--- src/verilog/serial_status_map.vh ---
`ifndef SERIAL_STATUS_MAP_VH
`define SERIAL_STATUS_MAP_VH

// ----------------------------------------------------------------
// Register addresses
// ----------------------------------------------------------------
`define ADDR_CONTROL   8'h00
`define ADDR_STATUS    8'h04
`define ADDR_RXDATA    8'h08
`define ADDR_TXDATA    8'h0c

// ----------------------------------------------------------------
// Field positions
// ----------------------------------------------------------------
`define CTL_TX_EN      0
`define CTL_RX_EN      1
`define ST_TX_EMPTY    7
`define ST_RX_FULL     6
`define ST_FRAMING     4
`define ST_PARITY      3
`define ST_TX_END      2
`define ST_RX_MPB      1
`define ST_TX_MPB      0

// ----------------------------------------------------------------
// Reset values
// ----------------------------------------------------------------
`define RST_ZERO       1'b0
`define RST_ONE        1'b1
`define RST_BYTE       8'h00
`define RST_WORD       32'h0000_0000

`endif

--- src/verilog/rx_frame_check.v ---
`timescale 1ns/1ps
`include "serial_status_map.vh"
module rx_frame_check (
  input  wire i_done,
  input  wire i_enable,
  input  wire i_blocked,
  input  wire i_sync_mode,
  input  wire i_stop1,
  input  wire i_par_err,
  output wire o_accept,
  output wire o_framing,
  output wire o_parity,
  output wire o_normal
);

  // Frames are ignored while disabled or blocked by an error flag
  assign o_accept  = i_done & i_enable & ~i_blocked;
  // Only the first stop bit is looked at
  assign o_framing = o_accept & ~i_sync_mode & ~i_stop1;
  assign o_parity  = o_accept & ~i_sync_mode & i_par_err;
  assign o_normal  = o_accept & ~o_framing & ~o_parity;

endmodule // rx_frame_check

--- src/verilog/serial_status_flags.v ---
// Decided for this implementation: the APB slave port and the register addresses.
`timescale 1ns/1ps
`include "serial_status_map.vh"
module serial_status_flags (
  input  wire        I_MCLK,
  input  wire        I_RSTN,
  input  wire        I_PSEL,
  input  wire        I_PENABLE,
  input  wire        I_PWRITE,
  input  wire [7:0]  I_PADDR,
  input  wire [31:0] I_PWDATA,
  output wire [31:0] O_PRDATA,
  output wire        O_PREADY,
  output wire        O_PSLVERR,
  input  wire        I_SYNC_MODE,
  input  wire        I_RX_DONE,
  input  wire [7:0]  I_RX_DATA,
  input  wire        I_RX_STOP1,
  input  wire        I_RX_PAR_ERR,
  input  wire        I_RX_MPB,
  input  wire        I_DTC_RX_READ,
  input  wire        I_TX_LOAD,
  input  wire        I_TX_LAST_BIT,
  input  wire        I_DTC_TX_WRITE,
  input  wire [7:0]  I_DTC_TX_DATA,
  output wire        O_TX_ENABLE,
  output wire        O_RX_ENABLE,
  output wire        O_RX_HALT,
  output wire        O_TX_HALT,
  output wire        O_TX_MPB,
  output wire        O_TX_EMPTY,
  output wire [7:0]  O_TX_DATA
);

  // ----------------------------------------------------------------
  // State
  // ----------------------------------------------------------------
  reg        tx_enable_reg;
  reg        rx_enable_reg;
  reg        tx_end_reg;
  reg        rx_mpb_reg;
  reg        tx_mpb_reg;
  reg [7:0]  rx_buf_reg;
  reg [7:0]  tx_buf_reg;
  reg [31:0] prdata_reg;
  reg        pready_reg;
  reg        pslverr_reg;
  reg        rx_halt_reg;
  reg        tx_halt_reg;

  reg        tx_end_next;
  reg [31:0] rdata_next;
  reg        mapped_next;

  wire       setup_phase;
  wire       access_done;
  wire       wr_done;
  wire       rd_done;
  wire       st_wr;
  wire       st_rd;
  wire [7:0] status_byte;

  wire       framing_flag;
  wire       parity_flag;
  wire       rx_full_flag;
  wire       tx_empty_flag;
  wire       tx_empty_sw_clr;
  wire       rx_accept;
  wire       rx_framing_ev;
  wire       rx_parity_ev;
  wire       rx_normal_ev;
  wire       err_block;

  // ----------------------------------------------------------------
  // Decoding
  // ----------------------------------------------------------------
  function is_addr;
    input [7:0] addr;
    input [7:0] target;
    begin
      is_addr = (addr == target);
    end
  endfunction

  assign setup_phase = I_PSEL & ~I_PENABLE;
  assign access_done = I_PSEL & I_PENABLE & pready_reg;
  assign wr_done     = access_done & I_PWRITE;
  assign rd_done     = access_done & ~I_PWRITE;
  assign st_wr       = wr_done & is_addr(I_PADDR, `ADDR_STATUS);
  assign st_rd       = rd_done & is_addr(I_PADDR, `ADDR_STATUS);
  assign err_block   = framing_flag | parity_flag;

  assign status_byte = {tx_empty_flag, rx_full_flag, `RST_ZERO,
                        framing_flag, parity_flag, tx_end_reg,
                        rx_mpb_reg, tx_mpb_reg};

  // ----------------------------------------------------------------
  // Receive frame checks
  // ----------------------------------------------------------------
  rx_frame_check u_rx_check (
    .i_done      (I_RX_DONE),
    .i_enable    (rx_enable_reg),
    .i_blocked   (err_block),
    .i_sync_mode (I_SYNC_MODE),
    .i_stop1     (I_RX_STOP1),
    .i_par_err   (I_RX_PAR_ERR),
    .o_accept    (rx_accept),
    .o_framing   (rx_framing_ev),
    .o_parity    (rx_parity_ev),
    .o_normal    (rx_normal_ev)
  );

  // ----------------------------------------------------------------
  // Status flags
  // ----------------------------------------------------------------
  // Flags do not watch receive enable once set
  status_clear_flag #(.RESET_VAL(`RST_ZERO)) u_framing (
    .i_clk     (I_MCLK),
    .i_rstn    (I_RSTN),
    .i_set     (rx_framing_ev),
    .i_hw_clr  (`RST_ZERO),
    .i_arm     (st_rd),
    .i_arm_val (prdata_reg[`ST_FRAMING]),
    .i_wr      (st_wr),
    .i_wr_bit  (I_PWDATA[`ST_FRAMING]),
    .o_flag    (framing_flag),
    .o_sw_clr  ()
  );

  status_clear_flag #(.RESET_VAL(`RST_ZERO)) u_parity (
    .i_clk     (I_MCLK),
    .i_rstn    (I_RSTN),
    .i_set     (rx_parity_ev),
    .i_hw_clr  (`RST_ZERO),
    .i_arm     (st_rd),
    .i_arm_val (prdata_reg[`ST_PARITY]),
    .i_wr      (st_wr),
    .i_wr_bit  (I_PWDATA[`ST_PARITY]),
    .o_flag    (parity_flag),
    .o_sw_clr  ()
  );

  status_clear_flag #(.RESET_VAL(`RST_ZERO)) u_rx_full (
    .i_clk     (I_MCLK),
    .i_rstn    (I_RSTN),
    .i_set     (rx_normal_ev),
    .i_hw_clr  (I_DTC_RX_READ),
    .i_arm     (st_rd),
    .i_arm_val (prdata_reg[`ST_RX_FULL]),
    .i_wr      (st_wr),
    .i_wr_bit  (I_PWDATA[`ST_RX_FULL]),
    .o_flag    (rx_full_flag),
    .o_sw_clr  ()
  );

  status_clear_flag #(.RESET_VAL(`RST_ONE)) u_tx_empty (
    .i_clk     (I_MCLK),
    .i_rstn    (I_RSTN),
    .i_set     (~tx_enable_reg | I_TX_LOAD),
    .i_hw_clr  (I_DTC_TX_WRITE),
    .i_arm     (st_rd),
    .i_arm_val (prdata_reg[`ST_TX_EMPTY]),
    .i_wr      (st_wr),
    .i_wr_bit  (I_PWDATA[`ST_TX_EMPTY]),
    .o_flag    (tx_empty_flag),
    .o_sw_clr  (tx_empty_sw_clr)
  );

  // ----------------------------------------------------------------
  // Transmit end
  // ----------------------------------------------------------------
  always @* begin
    tx_end_next = tx_end_reg;
    if (tx_empty_sw_clr) begin
      tx_end_next = `RST_ZERO;
    end
    if (I_DTC_TX_WRITE) begin
      tx_end_next = `RST_ZERO;
    end
    if (!tx_enable_reg) begin
      tx_end_next = `RST_ONE;
    end
    if (I_TX_LAST_BIT & tx_empty_flag) begin
      tx_end_next = `RST_ONE;
    end
  end

  // ----------------------------------------------------------------
  // Read mux
  // ----------------------------------------------------------------
  always @* begin
    rdata_next  = `RST_WORD;
    mapped_next = `RST_ONE;
    case (I_PADDR)
      `ADDR_CONTROL: begin
        rdata_next[`CTL_TX_EN] = tx_enable_reg;
        rdata_next[`CTL_RX_EN] = rx_enable_reg;
      end
      `ADDR_STATUS: begin
        rdata_next[7:0] = status_byte;
      end
      `ADDR_RXDATA: begin
        rdata_next[7:0] = rx_buf_reg;
      end
      `ADDR_TXDATA: begin
        rdata_next[7:0] = tx_buf_reg;
      end
      default: begin
        mapped_next = `RST_ZERO;
      end
    endcase
  end

  // ----------------------------------------------------------------
  // Bus slave
  // ----------------------------------------------------------------
  always @(posedge I_MCLK or negedge I_RSTN) begin
    if (!I_RSTN) begin
      prdata_reg  <= `RST_WORD;
      pready_reg  <= `RST_ZERO;
      pslverr_reg <= `RST_ZERO;
    end else begin
      pready_reg <= setup_phase;
      if (setup_phase) begin
        prdata_reg  <= I_PWRITE ? `RST_WORD : rdata_next;
        pslverr_reg <= ~mapped_next;
      end else if (access_done) begin
        pslverr_reg <= `RST_ZERO;
      end
    end
  end

  // ----------------------------------------------------------------
  // Control, data and multiproc bits
  // ----------------------------------------------------------------
  always @(posedge I_MCLK or negedge I_RSTN) begin
    if (!I_RSTN) begin
      tx_enable_reg <= `RST_ZERO;
      rx_enable_reg <= `RST_ZERO;
      tx_end_reg    <= `RST_ONE;
      rx_mpb_reg    <= `RST_ZERO;
      tx_mpb_reg    <= `RST_ZERO;
      rx_buf_reg    <= `RST_BYTE;
      tx_buf_reg    <= `RST_BYTE;
      rx_halt_reg   <= `RST_ZERO;
      tx_halt_reg   <= `RST_ZERO;
    end else begin
      tx_end_reg <= tx_end_next;
      if (wr_done & is_addr(I_PADDR, `ADDR_CONTROL)) begin
        tx_enable_reg <= I_PWDATA[`CTL_TX_EN];
        rx_enable_reg <= I_PWDATA[`CTL_RX_EN];
      end
      if (st_wr) begin
        tx_mpb_reg <= I_PWDATA[`ST_TX_MPB];
      end
      if (I_DTC_TX_WRITE) begin
        tx_buf_reg <= I_DTC_TX_DATA;
      end else if (wr_done & is_addr(I_PADDR, `ADDR_TXDATA)) begin
        tx_buf_reg <= I_PWDATA[7:0];
      end
      if (rx_accept) begin
        rx_buf_reg <= I_RX_DATA;
        rx_mpb_reg <= I_RX_MPB;
      end
      rx_halt_reg <= err_block;
      tx_halt_reg <= err_block & I_SYNC_MODE;
    end
  end

  // ----------------------------------------------------------------
  // Outputs
  // ----------------------------------------------------------------
  assign O_PRDATA    = prdata_reg;
  assign O_PREADY    = pready_reg;
  assign O_PSLVERR   = pslverr_reg;
  assign O_TX_ENABLE = tx_enable_reg;
  assign O_RX_ENABLE = rx_enable_reg;
  assign O_RX_HALT   = rx_halt_reg;
  assign O_TX_HALT   = tx_halt_reg;
  assign O_TX_MPB    = tx_mpb_reg;
  assign O_TX_EMPTY  = tx_empty_flag;
  assign O_TX_DATA   = tx_buf_reg;

endmodule // serial_status_flags

--- src/verilog/status_clear_flag.v ---
`timescale 1ns/1ps
`include "serial_status_map.vh"
module status_clear_flag #(
  parameter RESET_VAL = 1'b0
) (
  input  wire i_clk,
  input  wire i_rstn,
  input  wire i_set,
  input  wire i_hw_clr,
  input  wire i_arm,
  input  wire i_arm_val,
  input  wire i_wr,
  input  wire i_wr_bit,
  output wire o_flag,
  output wire o_sw_clr
);

  reg flag_reg;
  reg arm_reg;
  reg flag_next;
  reg arm_next;

  // Write 0 clears only after the flag was read as 1
  assign o_sw_clr = i_wr & ~i_wr_bit & arm_reg;
  assign o_flag   = flag_reg;

  always @* begin
    flag_next = flag_reg;
    arm_next  = arm_reg;
    if (i_arm) begin
      arm_next = i_arm_val;
    end
    if (i_wr) begin
      arm_next = `RST_ZERO;
    end
    if (o_sw_clr | i_hw_clr) begin
      flag_next = `RST_ZERO;
    end
    // Set wins over a clear in the same cycle
    if (i_set) begin
      flag_next = `RST_ONE;
    end
  end

  always @(posedge i_clk or negedge i_rstn) begin
    if (!i_rstn) begin
      flag_reg <= RESET_VAL;
      arm_reg  <= `RST_ZERO;
    end else begin
      flag_reg <= flag_next;
      arm_reg  <= arm_next;
    end
  end

endmodule // status_clear_flag
--- config.mk ---
export PLATFORM = sky130hd
export DESIGN_NAME = serial_status_flags
export DESIGN_NICKNAME = d
export VERILOG_FILES = /design/src/verilog/rx_frame_check.v /design/src/verilog/serial_status_flags.v /design/src/verilog/status_clear_flag.v
export VERILOG_INCLUDE_DIRS = /design/src /design/src/verilog
export SDC_FILE = /design/constraint.sdc
export NUM_CORES = 1
export LEC_CHECK = 0
export BUFFER_PORTS_ARGS = -buffer_cell sky130_fd_sc_hd__buf_2
export CAP_MARGIN = 20
export CORE_UTILIZATION = 49
export DETAILED_ROUTE_END_ITERATION = 8
export PLACE_DENSITY = 0.89
export SETUP_SLACK_MARGIN = 0.1
export SLEW_MARGIN = 30
export SYNTH_ARGS = -nofsm -noshare
export SYNTH_HDL_FRONTEND = slang
export SYNTH_HIERARCHICAL = 1
export SYNTH_SLANG_ARGS = --single-unit
--- constraint.sdc ---
create_clock -name I_MCLK -period 4.5 [get_ports I_MCLK]
set_input_delay 0.45 -clock I_MCLK [delete_from_list [all_inputs] [get_ports I_MCLK]]
set_output_delay 0.45 -clock I_MCLK [all_outputs]
set_load 0.005 [all_outputs]
==> impl_metrics.yaml <==
run_status:
  status: "completed"
clocking:
  clkTransAtPathRegs_ns: 0.08
  postCtsSetupBuffers: 0
  clockBufferDepth: 2
  clk_latency_ns: 0.30
  numCtsBuffers: 5
  cts_sinks: 41
  cts_hold_buf: 0
  clockRootBuffer: "clkbuf_8"
  cts_tree: "yes"
  postCtsResizedCells: 0
  htreeDepth: 2
run:
  maxCapViolCount: 0
drt:
  viasPerCell: 5.18
  via_count: 1653
  first_pass_iters: 4
  wl_um: 4630
  drt_iter0_markers: 76
  drcViolationCount: 0
  antenna_left: 0
  drt-wirelength-per-cell_um: 14.5
die:
  fp.coreArea_um2: 4350
  ioPinCount: 118
  initial_core_util_pct: 50.9
  fp-row-count: 24
  die_area_um2: 4800
  die_w_um: 69.3
  die_h_um: 69.3
timing:
  drv_slew: 0
  worst_slew_pin_slew_ns: 0.852
  rsz0062_at_grt: "no"
  hold_slack_ns: 0.124
  hold_violations: 0
  tns_ns: 0
  min_period_ns: 2.36
  slew_headroom_pct: 42.8
  fin_worst_skew_ns: 0.00816
  maxClockFrequency_mhz: 424
  period_share_pct: 52.4
  finalSetupViolCount: 0
worst_setup_path:
  crit_type: "input port to register"
  cp.arrival_ns: 2.59
  worst_ep_required_time_ns: 4.73
  cp-start-kind: "input port"
  end_kind: "register"
  path_max_fanout: 8
cells_and_area:
  drive_gt1_share_pct: 44.6
  layout.nets: 336
  most-common-layout-cells: "buf_2 (68), dfrtp_1 (39), mux2_2 (30)"
  diodes: 0
  final_common_cell: "buf_2"
  fillCellCount: 357
  seqCellArea_um2: 1030
  fin_cells: 319
  area_delta_synth_final_pct: 19.1
  design_area_um2: 2640
  multi_input_area_um2: 1030
placement:
  io_buffer_count: 69
  placed_area_um2: 2520
  dpl.cell_count: 311
  gp_congestion: 0.868
  dp_hpwl_um: 3530
synthesis:
  postSynthCellCount: 196
  syn_area_um2: 2220
  yosysWarnings: 6
  syn_avg_cell_area_um2: 11.3
global_routing:
  grt_overflow_total: 0
  grt_pass1_vias: 1575
  antenna_found_initial: 0
  grt_max_degree: 42
  track_usage_pct: 21.0
  grt_first_pass_wirelength_um: 7730
min_path:
  hold_path_class: "input port to asynchronous set/reset pin"
power:
  p_leak_nw: 1.38
  power_density_nw_per_um2: 298
  peakVddDrop_mv: 0.215
[through the flow]
step                total power [mW]  worst slack (ns)  utilization [%]
floorplan                      0.452              2.29                -
global placement               0.481              1.82             57.7
detailed placement             0.485              1.85             57.8
CTS                            0.797              2.16             60.6
global route                   0.820              1.97             60.7
finish                         0.788              2.14             60.7
[worst max-delay path, stage by stage]
cell      delay, ns
buf_2          0.11
nor4_4         0.53
nand2_1        0.24
nor3_1         0.75
nand3b_1       0.23
a31o_1         0.28
[report_power, final]
part | switching [mW] | internal, mW | total, mW | leakage, nW
Combinational | 0.0468 | 0.0440 | 0.0908 | 0.776
Clock | 0.130 | 0.180 | 0.310 | 0.0574
Sequential | 0.00772 | 0.379 | 0.387 | 0.545
Total | 0.184 | 0.604 | 0.788 | 1.38
[path summary, 6_finish.rpt]
kind                       slack (ns)  cells past startpoint               startpoint                       endpoint
min reg2reg                      0.48                      2  O_PRDATA[2]$_DFFE_PN0P_        O_PRDATA[2]$_DFFE_PN0P_
max                              2.14                      6               I_PADDR[1]  u_tx_empty/o_flag$_DFFE_PN1P_
max in group asynchronous        4.01                      1                   I_RSTN         tx_end_reg$_DFFE_PN1P_
min                              0.12                      1                   I_RSTN             O_PREADY$_DFF_PN0_
max reg2reg                      2.40                      5       O_PREADY$_DFF_PN0_  u_tx_empty/o_flag$_DFFE_PN1P_
min in group I_MCLK              0.38                      2             I_RX_DATA[3]      rx_buf_reg[3]$_DFFE_PN0P_
[final cells by class]
cell class | instances | area share [%]
clock buffers | 6 | 3.13
flip-flops and latches | 41 | 38.9
repair buffers | 69 | 13.2
inverters | 12 | 1.71
clock inverters | 2 | 1.42
well taps | 52 | 2.46
multi-input cells | 137 | 39.2
[per-layer routing]
layer / routed length (um) / up-vias / global-route usage [%]
met5: 0 / - / 0
li1: - / 777 / -
met1: 1960 / 792 / 27.7
met2: 2310 / 74 / 32.5
met3: 285 / 10 / 6.25
met4: 76 / 0 / 8.39
Power figures use the tool's default switching activity.
